==> config.mk <==
export PLATFORM = sky130hd
export DESIGN_NAME = write_latch_and_register_access
export DESIGN_NICKNAME = d
export VERILOG_FILES = /design/src/inc/reg_access_pkg.sv /design/src/rtl/write_latch_and_register_access.sv
export SDC_FILE = /design/constraint.sdc
export NUM_CORES = 1
export LEC_CHECK = 0
export BUFFER_PORTS_ARGS = -buffer_cell sky130_fd_sc_hd__buf_2
export CORE_MARGIN = 2
export CORE_UTILIZATION = 65
export DETAILED_ROUTE_END_ITERATION = 12
export GPL_TIMING_DRIVEN = 0
export PLACE_DENSITY = 0.8
export SLEW_MARGIN = 0
export SYNTH_ARGS = -nofsm -noshare
export SYNTH_HDL_FRONTEND = slang
export SYNTH_SLANG_ARGS = --single-unit
==> constraint.sdc <==
create_clock -name i_ref_clk -period 7.6 [get_ports i_ref_clk]
set_clock_uncertainty 0.2 [all_clocks]
set_input_delay 0.38 -clock i_ref_clk [delete_from_list [all_inputs] [get_ports i_ref_clk]]
set_output_delay 0.38 -clock i_ref_clk [all_outputs]
set_load 0.03 [all_outputs]
==> src/inc/reg_access_pkg.sv <==
`default_nettype none
package reg_access_pkg;
  // ****************************************************************
  // Opcodes
  // ****************************************************************
  localparam logic [7:0] OP_SET_LATCH = 8'h06;
  localparam logic [7:0] OP_CLR_LATCH = 8'h04;
  localparam logic [7:0] OP_STAT_WR   = 8'h01;
  localparam logic [7:0] OP_SR1_RD    = 8'h05;
  localparam logic [7:0] OP_SR2_RD    = 8'h07;
  localparam logic [7:0] OP_CR1_RD    = 8'h35;
  localparam logic [7:0] OP_CR2_RD    = 8'h3F;
  localparam logic [7:0] OP_CR4_RD    = 8'h45;
  localparam logic [7:0] OP_CR5_RD    = 8'h5E;
  localparam logic [7:0] OP_GEN_WR    = 8'h71;
  localparam logic [7:0] OP_GEN_RD    = 8'h65;

  // ****************************************************************
  // Field layout, lengths and defaults
  // ****************************************************************
  localparam int unsigned CNT_W        = 5;
  localparam logic [4:0]  OPC_BITS     = 5'h08;
  localparam logic [4:0]  ADDR_BITS    = 5'h18;
  localparam logic [4:0]  DATA_BITS    = 5'h08;
  localparam int unsigned WIP_BIT      = 0;
  localparam int unsigned WEL_BIT      = 1;
  localparam int unsigned SWD_BIT      = 7;
  localparam int unsigned NV_LO_BIT    = 2;
  localparam int unsigned RLC_LO_BIT   = 0;
  localparam int unsigned RLC_HI_BIT   = 1;
  localparam logic [2:0]  LAT_BASE     = 3'h1;
  localparam logic [5:0]  SR1_NV_DFLT  = 6'h00;
  localparam logic [7:0]  CR_NV_DFLT   = 8'h00;
  localparam logic [7:0]  PAGE_VOL     = 8'h07;
  localparam logic [7:0]  PAGE_BOTH    = 8'h00;
  localparam logic [7:0]  LO_SR1       = 8'h00;
  localparam logic [7:0]  LO_SR2       = 8'h01;
  localparam logic [7:0]  LO_CR1       = 8'h02;
  localparam logic [7:0]  LO_CR2       = 8'h03;
  localparam logic [7:0]  LO_CR4       = 8'h05;
  localparam logic [7:0]  LO_CR5       = 8'h06;

  // ****************************************************************
  // Types
  // ****************************************************************
  typedef enum logic [2:0] {
    RI_SR1 = 3'h0, RI_SR2 = 3'h1, RI_CR1 = 3'h2, RI_CR2 = 3'h3,
    RI_CR4 = 3'h4, RI_CR5 = 3'h5, RI_NONE = 3'h7
  } reg_idx_t;
  typedef enum logic [1:0] {
    PROTO_SINGLE = 2'h0, PROTO_DUAL = 2'h1, PROTO_QUAD = 2'h2
  } proto_t;
  typedef enum logic [2:0] {
    PH_OPC = 3'h0, PH_ADDR = 3'h1, PH_DUMMY = 3'h3, PH_OUT = 3'h2,
    PH_DIN = 3'h6, PH_IGN = 3'h7
  } phase_t;
  typedef struct packed {
    logic       sclk;
    logic       cs_n;
    logic       wp_n;
    logic [3:0] io;
  } pins_t;
endpackage
`default_nettype wire

==> src/rtl/write_latch_and_register_access.sv <==
// Overview of operation
// - Opcode 06h sets the write enable latch
// - Write commands need the latch set
// - Set latch on select rise, full opcode
// - Opcode 04h clears the write enable latch
// - Clear ignored while write in progress
// - Clear latch on select rise, full opcode
// - Reset reloads volatile bits from non-volatile
// - Opcode 01 is status write, no address
// - Opcodes 05, 07 read status registers
// - Opcodes 35, 3F, 45, 5E read configs
// - Opcodes 71, 65 generic, three-byte address
// - Reads insert latency-code dummy cycles
// - Status write programs non-volatile copy
// - Status write blocked by disable bit, pin low
// - Status write needs latch, else discarded
// - Latch auto-clears when status write ends
// - Status one read returns volatile byte
// - Status one shows protection, latch, busy
// - Generic write takes one data byte
// - Generic write blocked by disable bit, pin low
`timescale 1ns/1ps
`default_nettype none
module write_latch_and_register_access
  import reg_access_pkg::*;
(
  input  wire logic       i_ref_clk,
  input  wire logic       i_rst,
  input  wire logic       i_dev_reset,
  input  wire logic       i_sclk,
  input  wire logic       i_cs_n,
  input  wire logic       i_wp_n,
  input  wire logic [3:0] i_io,
  input  wire proto_t     i_proto,
  input  wire logic       i_write_in_progress,
  input  wire logic [7:0] i_status_reg_two,
  output logic      [3:0] o_io_out,
  output logic      [3:0] o_io_oe,
  output logic            o_write_enable_latch,
  output logic      [7:0] o_status_reg_one,
  output logic            o_write_permit
);
  // ****************************************************************
  // Helpers
  // ****************************************************************
  function automatic logic [CNT_W-1:0] lane_w(proto_t p);
    case (p)
      PROTO_DUAL: lane_w = 5'h02;
      PROTO_QUAD: lane_w = 5'h04;
      default:    lane_w = 5'h01;
    endcase
  endfunction

  function automatic logic [7:0] shift_in(logic [7:0] sr, logic [3:0] io, proto_t p);
    case (p)
      PROTO_DUAL: shift_in = {sr[5:0], io[1:0]};
      PROTO_QUAD: shift_in = {sr[3:0], io[3:0]};
      default:    shift_in = {sr[6:0], io[0]};
    endcase
  endfunction

  function automatic reg_idx_t lo_index(logic [7:0] lo);
    case (lo)
      LO_SR1:  lo_index = RI_SR1;
      LO_SR2:  lo_index = RI_SR2;
      LO_CR1:  lo_index = RI_CR1;
      LO_CR2:  lo_index = RI_CR2;
      LO_CR4:  lo_index = RI_CR4;
      LO_CR5:  lo_index = RI_CR5;
      default: lo_index = RI_NONE;
    endcase
  endfunction

  // ****************************************************************
  // Pin synchronisers and edge detection
  // ****************************************************************
  pins_t pins_raw;
  pins_t s1_ff;
  pins_t s2_ff;
  pins_t s3_ff;
  assign pins_raw = '{sclk: i_sclk, cs_n: i_cs_n, wp_n: i_wp_n, io: i_io};

  // Two stages before use; third stage only feeds edge detectors
  always_ff @(posedge i_ref_clk) begin
    s1_ff <= pins_raw;
    s2_ff <= s1_ff;
    s3_ff <= s2_ff;
  end

  wire sclk_rise = s2_ff.sclk & ~s3_ff.sclk;
  wire sclk_fall = ~s2_ff.sclk & s3_ff.sclk;
  wire cs_rise   = s2_ff.cs_n & ~s3_ff.cs_n;
  wire active    = ~s2_ff.cs_n;

  // ****************************************************************
  // Register state
  // ****************************************************************
  phase_t           phase_ff;
  phase_t           nxt_phase;
  logic [CNT_W-1:0] cnt_ff;
  logic [2:0]       dum_cnt_ff;
  logic [2:0]       out_cnt_ff;
  logic [7:0]       in_sr_ff;
  logic [7:0]       out_sr_ff;
  logic [7:0]       opcode_ff;
  logic [23:0]      addr_ff;
  logic [7:0]       data_ff;
  logic             opc_done_ff;
  logic             data_done_ff;
  logic             latch_ff;
  logic [5:0]       sr1_v_ff;
  logic [5:0]       sr1_nv_ff;
  logic [7:0]       cr_v_ff [4];
  logic [7:0]       cr_nv_ff [4];

  // ****************************************************************
  // Shift-in and phase decode
  // ****************************************************************
  wire [CNT_W-1:0] w        = lane_w(i_proto);
  wire [7:0]       in_nxt   = shift_in(in_sr_ff, s2_ff.io, i_proto);
  wire [CNT_W-1:0] cnt_nxt  = cnt_ff + w;
  wire [CNT_W-1:0] need     = (phase_ff == PH_ADDR) ? ADDR_BITS :
                              (phase_ff == PH_DIN) ? DATA_BITS : OPC_BITS;
  wire             full     = sclk_rise & (cnt_nxt == need);
  wire             rd_direct = (in_nxt == OP_SR1_RD) | (in_nxt == OP_SR2_RD) |
                              (in_nxt == OP_CR1_RD) | (in_nxt == OP_CR2_RD) |
                              (in_nxt == OP_CR4_RD) | (in_nxt == OP_CR5_RD);
  wire [1:0]       rlc      = {cr_v_ff[3][RLC_HI_BIT], cr_v_ff[3][RLC_LO_BIT]};
  wire [2:0]       dum_need = LAT_BASE + {1'b0, rlc};
  wire             dum_end  = sclk_rise & (dum_cnt_ff == dum_need - 3'h1);

  // Phase sequencing; select high always returns to the opcode phase
  always_comb begin
    nxt_phase = phase_ff;
    case (phase_ff)
      PH_OPC: begin
        if (full) begin
          if (in_nxt == OP_STAT_WR) nxt_phase = PH_DIN;
          else if (in_nxt == OP_GEN_WR || in_nxt == OP_GEN_RD) nxt_phase = PH_ADDR;
          else if (rd_direct) nxt_phase = PH_DUMMY;
          else nxt_phase = PH_IGN;
        end
      end
      PH_ADDR:  if (full) nxt_phase = (opcode_ff == OP_GEN_WR) ? PH_DIN : PH_DUMMY;
      PH_DIN:   if (full) nxt_phase = PH_IGN;
      PH_DUMMY: if (dum_end) nxt_phase = PH_OUT;
      PH_OUT:   nxt_phase = PH_OUT;
      PH_IGN:   nxt_phase = PH_IGN;
      default:  nxt_phase = PH_IGN;
    endcase
    if (!active) nxt_phase = PH_OPC;
  end

  // Frame tracking; bit counter restarts at every phase change, dummy counter only at deselect
  always_ff @(posedge i_ref_clk) begin
    if (i_rst || !active) begin
      phase_ff   <= PH_OPC;
      cnt_ff     <= '0;
      dum_cnt_ff <= '0;
      in_sr_ff   <= '0;
    end else begin
      phase_ff   <= nxt_phase;
      if (sclk_rise) in_sr_ff <= in_nxt;
      cnt_ff     <= (nxt_phase != phase_ff) ? '0 : (sclk_rise ? cnt_nxt : cnt_ff);
      dum_cnt_ff <= (phase_ff == PH_DUMMY && sclk_rise) ? dum_cnt_ff + 3'h1 : dum_cnt_ff;
    end
  end

  // Command fields; done flags only count whole bytes
  always_ff @(posedge i_ref_clk) begin
    if (i_rst || !active) begin
      opc_done_ff  <= 1'b0;
      data_done_ff <= 1'b0;
      if (i_rst) begin
        opcode_ff <= '0;
        addr_ff   <= '0;
        data_ff   <= '0;
      end
    end else begin
      if (phase_ff == PH_OPC && full) begin
        opcode_ff   <= in_nxt;
        opc_done_ff <= 1'b1;
      end
      if (phase_ff == PH_ADDR && sclk_rise && cnt_nxt[2:0] == 3'h0)
        addr_ff <= {addr_ff[15:0], in_nxt};
      if (phase_ff == PH_DIN && full) begin
        data_ff      <= in_nxt;
        data_done_ff <= 1'b1;
      end
    end
  end

  // ****************************************************************
  // Command execution at the select rising edge
  // ****************************************************************
  wire       write_in_progress       = i_write_in_progress;
  wire       protect   = sr1_v_ff[SWD_BIT-NV_LO_BIT] & ~s2_ff.wp_n;
  wire       set_exec  = cs_rise & opc_done_ff & (opcode_ff == OP_SET_LATCH);
  wire       clr_exec  = cs_rise & opc_done_ff & (opcode_ff == OP_CLR_LATCH) & ~write_in_progress;
  wire       swr_exec  = cs_rise & data_done_ff & (opcode_ff == OP_STAT_WR) &
                         latch_ff & ~protect;
  reg_idx_t  widx;
  assign     widx      = lo_index(addr_ff[7:0]);
  wire       page_vol  = addr_ff[23:16] == PAGE_VOL;
  wire       page_both = addr_ff[23:16] == PAGE_BOTH;
  wire       addr_ok   = (page_vol | page_both) & (widx != RI_SR2) & (widx != RI_NONE);
  wire       gwr_exec  = cs_rise & data_done_ff & (opcode_ff == OP_GEN_WR) &
                         latch_ff & ~protect & addr_ok;
  wire       sr1_vol   = swr_exec | (gwr_exec & widx == RI_SR1);
  wire       sr1_nv    = swr_exec | (gwr_exec & widx == RI_SR1 & page_both);
  wire       cr_hit    = gwr_exec & (widx != RI_SR1);
  wire [1:0] cr_i      = 2'(widx - RI_CR1);

  // Latch: volatile, cleared by reset; one event source per frame
  always_ff @(posedge i_ref_clk) begin
    if (i_rst || i_dev_reset) latch_ff <= 1'b0;
    else if (set_exec) latch_ff <= 1'b1;
    else if (clr_exec || swr_exec || gwr_exec) latch_ff <= 1'b0;
  end

  // Non-volatile copies hold factory values only after power-on
  always_ff @(posedge i_ref_clk) begin
    if (i_rst) begin
      sr1_nv_ff <= SR1_NV_DFLT;
      for (int k = 0; k < 4; k++) cr_nv_ff[k] <= CR_NV_DFLT;
    end else begin
      if (sr1_nv) sr1_nv_ff <= data_ff[7:NV_LO_BIT];
      if (cr_hit && page_both) cr_nv_ff[cr_i] <= data_ff;
    end
  end

  // Volatile copies take factory values on power-on reset, reload from non-volatile on device reset
  always_ff @(posedge i_ref_clk) begin
    if (i_rst) begin
      sr1_v_ff <= SR1_NV_DFLT;
      for (int k = 0; k < 4; k++) cr_v_ff[k] <= CR_NV_DFLT;
    end else if (i_dev_reset) begin
      sr1_v_ff <= sr1_nv_ff;
      for (int k = 0; k < 4; k++) cr_v_ff[k] <= cr_nv_ff[k];
    end else begin
      if (sr1_vol) sr1_v_ff <= data_ff[7:NV_LO_BIT];
      if (cr_hit) cr_v_ff[cr_i] <= data_ff;
    end
  end

  // ****************************************************************
  // Read data path
  // ****************************************************************
  wire [7:0] sr1_byte = {sr1_v_ff, latch_ff, write_in_progress};
  reg_idx_t  ridx;
  assign ridx = (opcode_ff == OP_GEN_RD) ?
                ((addr_ff[23:16] == PAGE_VOL || addr_ff[23:16] == PAGE_BOTH) ?
                 lo_index(addr_ff[7:0]) : RI_NONE) :
                (opcode_ff == OP_SR1_RD) ? RI_SR1 : (opcode_ff == OP_SR2_RD) ? RI_SR2 :
                (opcode_ff == OP_CR1_RD) ? RI_CR1 : (opcode_ff == OP_CR2_RD) ? RI_CR2 :
                (opcode_ff == OP_CR4_RD) ? RI_CR4 : RI_CR5;
  wire [1:0] rcr_i   = 2'(ridx - RI_CR1);
  wire [7:0] rd_byte = (ridx == RI_SR1) ? sr1_byte :
                       (ridx == RI_SR2) ? i_status_reg_two :
                       (ridx == RI_NONE) ? 8'h00 : cr_v_ff[rcr_i];
  // A fresh byte is fetched at each boundary so the host sees live status
  wire [7:0] out_src = (out_cnt_ff == 3'h0) ? rd_byte : out_sr_ff;
  wire [3:0] lanes   = (i_proto == PROTO_QUAD) ? out_src[7:4] :
                       (i_proto == PROTO_DUAL) ? {2'h0, out_src[7:6]} :
                       {2'h0, out_src[7], 1'b0};
  wire [3:0] oe_mask = (i_proto == PROTO_QUAD) ? 4'hF :
                       (i_proto == PROTO_DUAL) ? 4'h3 : 4'h2;

  // Drive on falling sclk so data is stable for the host's rising sample
  always_ff @(posedge i_ref_clk) begin
    if (i_rst || !active) begin
      out_sr_ff  <= '0;
      out_cnt_ff <= '0;
      o_io_out   <= '0;
      o_io_oe    <= '0;
    end else if (phase_ff == PH_OUT && sclk_fall) begin
      o_io_out   <= lanes;
      o_io_oe    <= oe_mask;
      out_sr_ff  <= out_src << w;
      out_cnt_ff <= out_cnt_ff + w[2:0];
    end
  end

  // Status outputs
  always_ff @(posedge i_ref_clk) begin
    if (i_rst) begin
      o_write_enable_latch <= 1'b0;
      o_status_reg_one     <= '0;
      o_write_permit       <= 1'b0;
    end else begin
      o_write_enable_latch <= latch_ff;
      o_status_reg_one     <= sr1_byte;
      o_write_permit       <= latch_ff & ~write_in_progress;
    end
  end
endmodule // write_latch_and_register_access
`default_nettype wire

==> qor.csv, run 1 <==
stage,metric,value,unit
status,status,"finished, final reports clean",
sta,period_share,57.7,%
sta,drv_slew,0,
floorplan,dieArea,13900,µm²
sta,finalSetupViolCount,0,
power,fin_total_pwr,2.11,mW
placed_design,postPlaceCellArea,8880,µm²
clock_tree,clk_path_buf_depth,2,
yosys,avgSynthCellArea,10.9,µm²
floorplan,start_util,66.8,%
power,cellLeakagePower,3.54,nW
yosys,ys_ff_latch,180,
drt,wire_per_inst,20.8,µm
floorplan,row_count,41,
drt,drc,0,
global_route,overflow,0,
yosys,yosys.area.top_type,edfxtp_1,
placed_design,gp_routability_congestion,0.936,
global_route,grt_antenna_before_repair,0,
drt,drt-initial-drc-count,773,
clock_tree,worstSkewPairLatency,0.44,ns
yosys,synth_top_area_share,36.9,%
clock_tree,cts_sinks,180,
drt,via_per_inst,6.42,
floorplan,die_y,118,µm
drt,drt-total-wl,21.4,mm
clock_tree,postCtsSetupRepairBufs,0,
critical_path,crit_slowest_cell,o21ai_0,
placed_design,dp_hpwl,15.5,mm
power,combPwrFrac,6.6,%
critical_path,cp_cell_sequence,or4b_4 -> nor2_1 -> and4_1 -> nand2_1 -> nor2_1 -> o31ai_1 -> a211oi_1 -> nand2_1 -> o21ai_0,
yosys,ys_types,91,
yosys,async_flop_share,0,%
critical_path,crit_required,7.45,ns
power,irDropWorstVdd,0.000212,V
yosys,synth_flop_cell,edfxtp_1,
clock_tree,cts_tree,yes,
power,p_switching,0.503,mW
floorplan,die_w,118,µm
sta,worstMarginPinSlew,1.27,ns
drt,vias,6594,
floorplan,io_pins,39,
power,switching_share,23.8,%
clock_tree,cts_made_buffers,17,
layout,final_area,9550,µm²
power,pwr-share-clk,42.0,%
yosys,synth_edf_count,104,
hold_path,holdCritPathClass,register to register,
yosys,ys_seq_area_share,54.9,%
critical_path,cp_max_fo,8,
global_route,grt_first_pass_wirelength,33.5,mm
sta,tns,0,ns
clock_tree,path_clk_slew,0.07,ns
placed_design,io_buffers,36,
yosys,syn-instance-count,778,
global_route,grt_max_degree,23,
critical_path,critPathTopFamily,simple AND/OR/NAND/NOR gates,
power,power_density,221,nW/µm²
clock_tree,htree_levels,4,
sta,max_freq,0.228,GHz
sta,finalHoldViolations,0,
layout,syn2layout_area_growth,12.9,%
critical_path,max_stage_delay,1.03,ns
critical_path,path_class,register to register,
layout,drive_above_1_share,13.1,%
critical_path,start_kind,register,
yosys,synth_area_leaders,"edfxtp_1 (37%), dfxtp_1 (18%), and2_1 (3.7%)",
job,maxCapViolCount,0,
yosys,syn_nets,807,
critical_path,endpoint_kind,register,
power,p_int,1.61,mW
critical_path,worstPathArrival,4.23,ns
sta,rsz0062_at_grt,false,
floorplan,core_area,12700,µm²
power,seq_power_share,51.4,%
placed_design,preCtsSetupSlack,2.96,ns
drt,ant_nets,0,
drt,dr.pass1.iters,7,
yosys,netlist_area,8460,µm²
sta,period_minus_slack,4.38,ns
global_route,grt_pass1_vias,6200,
critical_path,critical_path_buf_inv_count,0,
global_route,grt_usage,31.4,%
yosys,yosys_warnings,0,
clock_tree,cts_resized,0,
layout,antennaDiodeCount,0,
sta,setup_ws,3.22,ns
sta,relSlewSlack,14.7,%
clock_tree,cts_hold_buf,8,
layout,layout.nets,871,
clock_tree,cts_root_buf,clkbuf_16,
-- final cells by class --
cell class	instances	area, µm²
Fill cell	878	3120
Clock inverter	13	145
Buffer	50	214
Clock buffer	19	443
Sequential cell	180	4640
Timing Repair Buffer	45	275
Tap cell	172	215
Inverter	14	52.6
Multi-Input combinational cell	534	3560
-- metrics by stage --
| step | utilization (%) | hold slack (ns) | instances |
|---|---|---|---|
| global route | 75.4 | 0.134 | 1027 |
| finish | 75.4 | 0.128 | 1027 |
| CTS | 75.4 | 0.131 | 1027 |
| detailed placement | 70.1 | 0.112 | 987 |
| global placement | 69.9 | 0.111 | 986 |
| floorplan | - | 0.110 | 778 |
-- metal layers --
layer	global-route usage, %	vias to the layer above	wire length (µm)
met2	48.6	326	10100
met1	42.5	3207	8890
met5	0	-	0
met3	7.99	53	1820
met4	12.4	0	583
li1	-	3008	-
-- cells in the final DEF, fill, tap and decap left out, types with 9 or more instances in the layout --
| cell type | netlist | routed |
|---|---|---|
| a21oi_1 | 34 | 34 |
| buf_2 | 6 | 42 |
| mux2i_1 | 21 | 21 |
| buf_1 | 10 | 10 |
| and3_1 | 13 | 13 |
| xor2_1 | 9 | 9 |
| nor2_1 | 76 | 76 |
| clkbuf_16 | 0 | 17 |
| nand2_1 | 59 | 59 |
| nand3_1 | 15 | 15 |
| edfxtp_1 | 104 | 104 |
| a211oi_1 | 12 | 12 |
| inv_1 | 14 | 14 |
| nor2b_1 | 17 | 17 |
| a22oi_1 | 9 | 9 |
| clkbuf_1 | 30 | 31 |
| o21ai_0 | 23 | 23 |
| a22o_1 | 33 | 33 |
| dfxtp_1 | 76 | 76 |
| nor3_1 | 10 | 10 |
| and2_1 | 50 | 50 |
-- state kept, by name, summed over array words and instances (netlist names), 2 cells and up --
signal            cells
addr_ff              24
cnt_ff                5
cr_nv_ff             32
cr_v_ff              32
data_ff               8
dum_cnt_ff            3
in_sr_ff              7
o_io_oe               3
o_io_out              4
o_status_reg_one      8
opcode_ff             8
out_cnt_ff            3
out_sr_ff             8
phase_ff              3
s1_ff                 7
s2_ff                 7
s3_ff                 2
sr1_nv_ff             6
sr1_v_ff              6
-- Yosys cell counts, drive strengths merged (4+ instances only) --
cell / number
a21oi: 35
xor2: 9
nor3: 13
a22o: 36
a211oi: 12
o21a: 4
a31oi: 7
o211ai: 5
ha: 7
o21ai: 26
mux2: 4
or3: 7
and2: 51
edfxtp: 104
xnor2: 8
clkbuf: 30
nand2b: 6
inv: 14
mux2i: 22
nand3: 15
buf: 20
nand2: 60
nor4: 6
dfxtp: 76
nor2: 78
nor2b: 17
a22oi: 12
o31ai: 9
nor3b: 4
nand4: 7
a2111oi: 4
and3: 14
-- power groups by stage --
stage / clock network (mW) / logic (mW) / registers [mW]
3_3_place_gp: 0 / 0.128 / 1.11
6_report: 0.888 / 0.141 / 1.09
4_1_cts: 0.890 / 0.138 / 1.09
3_5_place_dp: 0 / 0.134 / 1.11
5_1_grt: 0.925 / 0.152 / 1.09
2_1_floorplan: 0 / 0.0899 / 1.10
-- cell families (layout without fill, tap and decap cells) --
family	Yosys count	after routing	share of synthesized area, %
and+or+nand+nor	297	297	18.7
buffers and inverters	64	141	3.15
xor gates and xnor gates	17	17	1.76
adders and majority gates	8	8	1.27
AOI/OAI and AO/OA	186	186	17.0
DFF	180	180	54.9
muxes	26	26	3.22
-- worst reg2reg max path, delay by kind of cell, from the launching register on --
family | cells | cell delay, ns
AND/OR/NAND/NOR | 6 | 1.63
AO/OA/AOI/OAI | 3 | 1.63
flip-flops | 1 | 0.52
-- worst paths after layout --
| check | depth (start not counted) | to | slack (ns) | start |
|---|---|---|---|---|
| setup reg to reg | 9 | cr_v_ff[2][2] | 3.22 | opcode_ff[3] |
| setup / recovery | 9 | cr_v_ff[2][2] | 3.22 | opcode_ff[3] |
| hold reg to reg | 0 | s2_ff[3] | 0.13 | s1_ff[3] |
| hold / removal | 0 | s2_ff[3] | 0.13 | s1_ff[3] |
Note: power is estimated with default switching activity, not from simulation.
==> inputs of run 2 (changes only) <==
--- a/config.mk
+++ b/config.mk
@@ -7,10 +7,10 @@
 export LEC_CHECK = 0
 export BUFFER_PORTS_ARGS = -buffer_cell sky130_fd_sc_hd__buf_2
 export CORE_MARGIN = 2
-export CORE_UTILIZATION = 65
+export CORE_UTILIZATION = 56
 export DETAILED_ROUTE_END_ITERATION = 12
 export GPL_TIMING_DRIVEN = 0
-export PLACE_DENSITY = 0.8
+export PLACE_DENSITY = 0.73
 export SLEW_MARGIN = 0
 export SYNTH_ARGS = -nofsm -noshare
 export SYNTH_HDL_FRONTEND = slang
==> constraint.sdc (replaced) <==
create_clock -name i_ref_clk -period 3.65 [get_ports i_ref_clk]
set_clock_uncertainty 0.2 [all_clocks]
set_input_delay 0.1825 -clock i_ref_clk [delete_from_list [all_inputs] [get_ports i_ref_clk]]
set_output_delay 0.1825 -clock i_ref_clk [all_outputs]
set_load 0.03 [all_outputs]
==> run 2 against run 1 <==
  * Cell count is 2.3% higher
  * Design area is 3.4% higher
  * Core utilization is 7.9 points lower
  * Via count is 0.24% lower
  * Die area is 16% higher
  * Sequential power is 110% higher
  * Global-route usage is 3.4 points lower
  * Critical path depth is 2 higher
==> qor.csv, run 2 (synthesis gave the netlist of run 1 again) <==
stage,metric,value,unit,change
drt,vias,6578,,was 6594
drt,dr.pass1.iters,5,,was 7
floorplan,start_util,57.8,%,was 66.8%
power,irDropWorstVdd,0.000344,V,was 0.000212 V
hold_path,holdCritPathClass,input pin to register,,was register to register
sta,drv_slew,0,,unchanged
drt,drc,0,,unchanged
critical_path,crit_slowest_cell,edfxtp_1,,was o21ai_0
critical_path,worstPathArrival,3.82,ns,was 4.23 ns
placed_design,dp_hpwl,15.6,mm,was 15.5 mm
placed_design,preCtsSetupSlack,-0.963,ns,was 2.96 ns
floorplan,core_area,14600,µm²,was 12700 µm²
layout,final_common_cell,edfxtp_1,,unchanged
drt,wl_met2,10.3,mm,was 10.1 mm
placed_design,gp_routability_congestion,0.984,,was 0.936
clock_tree,cts_tree,yes,,unchanged
global_route,grt_max_degree,20,,was 23
critical_path,max_stage_delay,0.50,ns,was 1.03 ns
layout,final_area,9880,µm²,was 9550 µm²
sta,period_share,99.5,%,was 57.7%
layout,syn2layout_area_growth,16.8,%,was 12.9%
layout,mostFrequentLayoutCells,"edfxtp_1 (104), dfxtp_1 (76), nor2_1 (70)",,"was edfxtp_1 (104), nor2_1 (76), dfxtp_1 (76)"
power,fin_total_pwr,4.47,mW,was 2.11 mW
drt,wire_per_inst,21.0,µm,was 20.8 µm
clock_tree,cts_sinks,180,,unchanged
layout,layout.nets,883,,was 871
sta,period_minus_slack,3.63,ns,was 4.38 ns
drt,drt-initial-drc-count,647,,was 773
critical_path,reg2reg_depth,11,,was 9
sta,finalHoldViolations,0,,unchanged
clock_tree,htree_levels,4,,unchanged
global_route,grt_usage,28.0,%,was 31.4%
floorplan,die_w,127,µm,was 118 µm
critical_path,cp_cell_sequence,or3_1 -> nor3_4 -> a41o_1 -> and2_1 -> clkbuf_2 -> a221oi_1 -> a211oi_1 -> nor3_2 -> a22o_1 -> a211oi_1 -> o31a_1,,was or4b_4 -> nor2_1 -> and4_1 -> nand2_1 -> nor2_1 -> o31ai_1 -> a211oi_1 -> nand2_1 -> o21ai_0
drt,wl_met1,9.63,mm,was 8.89 mm
sta,holdWs,0.0352,ns,was 0.128 ns
hold_path,min_path_cells,2,,was 0
global_route,grt_first_pass_wirelength,34.2,mm,was 33.5 mm
layout,drive_above_1_share,17.0,%,was 13.1%
layout,antennaDiodeCount,0,,unchanged
critical_path,crit_required,3.83,ns,was 7.45 ns
floorplan,row_count,44,,was 41
power,cellLeakagePower,3.65,nW,was 3.54 nW
sta,worstMarginPinSlew,1.43,ns,was 1.27 ns
critical_path,r2r_slack,0.02,ns,was 3.22 ns
critical_path,cp_max_fo,10,,was 8
clock_tree,clk_path_buf_depth,2,,unchanged
clock_tree,cts_made_buffers,17,,unchanged
floorplan,dieArea,16100,µm²,was 13900 µm²
placed_design,postPlaceCellArea,8900,µm²,was 8880 µm²
global_route,grt_antenna_before_repair,0,,unchanged
floorplan,io_pins,39,,unchanged
layout,largestRegisters,"cr_nv_ff: 32 flops, cr_v_ff: 32 flops, addr_ff: 24 flops",,unchanged
sta,finalSetupViolCount,0,,unchanged
drt,ant_nets,0,,unchanged
placed_design,io_buffers,36,,unchanged
critical_path,start_kind,register,,unchanged
layout,finish.utilization,67.5,%,was 75.4%
sta,relSlewSlack,4.29,%,was 14.7%
sta,setup_ws,0.0166,ns,was 3.22 ns
drt,drt-total-wl,22.1,mm,was 21.4 mm
power,power_density,452,nW/µm²,was 221 nW/µm²
drt,top_layer_used,met4,,unchanged
global_route,grt_pass1_vias,6111,,was 6200
status,status,"finished, final reports clean",,unchanged
clock_tree,cts_root_buf,clkbuf_16,,unchanged
layout,fin_cells,1051,,was 1027
global_route,overflow,0,,unchanged
sta,tns,0,ns,unchanged
critical_path,path_class,register to register,,unchanged
drt,dr_wl_met3,1.62,mm,was 1.82 mm
job,maxCapViolCount,0,,unchanged
clock_tree,worstSkewPairLatency,0.44,ns,about the same
drt,via_per_inst,6.26,,was 6.42
placed_design,dp.cells,999,,was 987
clock_tree,path_clk_slew,0.07,ns,about the same
floorplan,die_y,127,µm,was 118 µm
critical_path,crit_path_frequent_cell,a211oi_1,,
critical_path,endpoint_kind,register,,unchanged
sta,max_freq,0.275,GHz,was 0.228 GHz
## run 2: worst paths after layout
| path | from | endpoint |
|---|---|---|
| max | addr_ff[3] | out_sr_ff[7] |
| min | i_rst | o_status_reg_one[1] |
| max reg2reg | addr_ff[3] | out_sr_ff[7] |
| min reg2reg | s1_ff[5] | s2_ff[5] |
## run 2: critical path: cells and delay by family (launching register included)
family          cells  cell delay (ns)
buf+inv             1             0.27
compound gates      6             1.50
simple gates        4             1.10
flops               1             0.50
## run 2: cell type report
type / instances / area (µm²)
well taps: 184 / 230
fillers: 1090 / 4760
flip-flops and latches: 180 / 4640
repair buffers: 57 / 378
plain buffers: 50 / 215
inverters: 14 / 52.6
multi-input cells: 534 / 3740
clock inverters: 15 / 191
clock buffers: 17 / 425
## run 2: what timing repair did
| item | 4_1_cts | 5_1_grt |
|---|---|---|
| hold endpoints to repair | 9 | 0 |
| gates resized for setup | 41 | 7 |
| buffers inserted | 4 | 8 |
| hold buffers | 8 | 0 |
| pin swaps | 6 | 3 |
| setup endpoints to repair | 137 | 145 |
## run 2: metal layers
| metal | global-route usage [%] | up-vias |
|---|---|---|
| met5 | 0 | - |
| met4 | 8.99 | 0 |
| met3 | 5.48 | 38 |
| met2 | 44.5 | 288 |
| met1 | 38.9 | 3222 |
| li1 | - | 3030 |
## run 2: power by group
part	total, mW	leakage, nW	internal, mW	switching [mW]
Sequential	2.26	1.72	2.21	0.0448
Clock	1.89	0.294	1.04	0.854
Combinational	0.316	1.64	0.111	0.204
Total	4.47	3.65	3.37	1.10
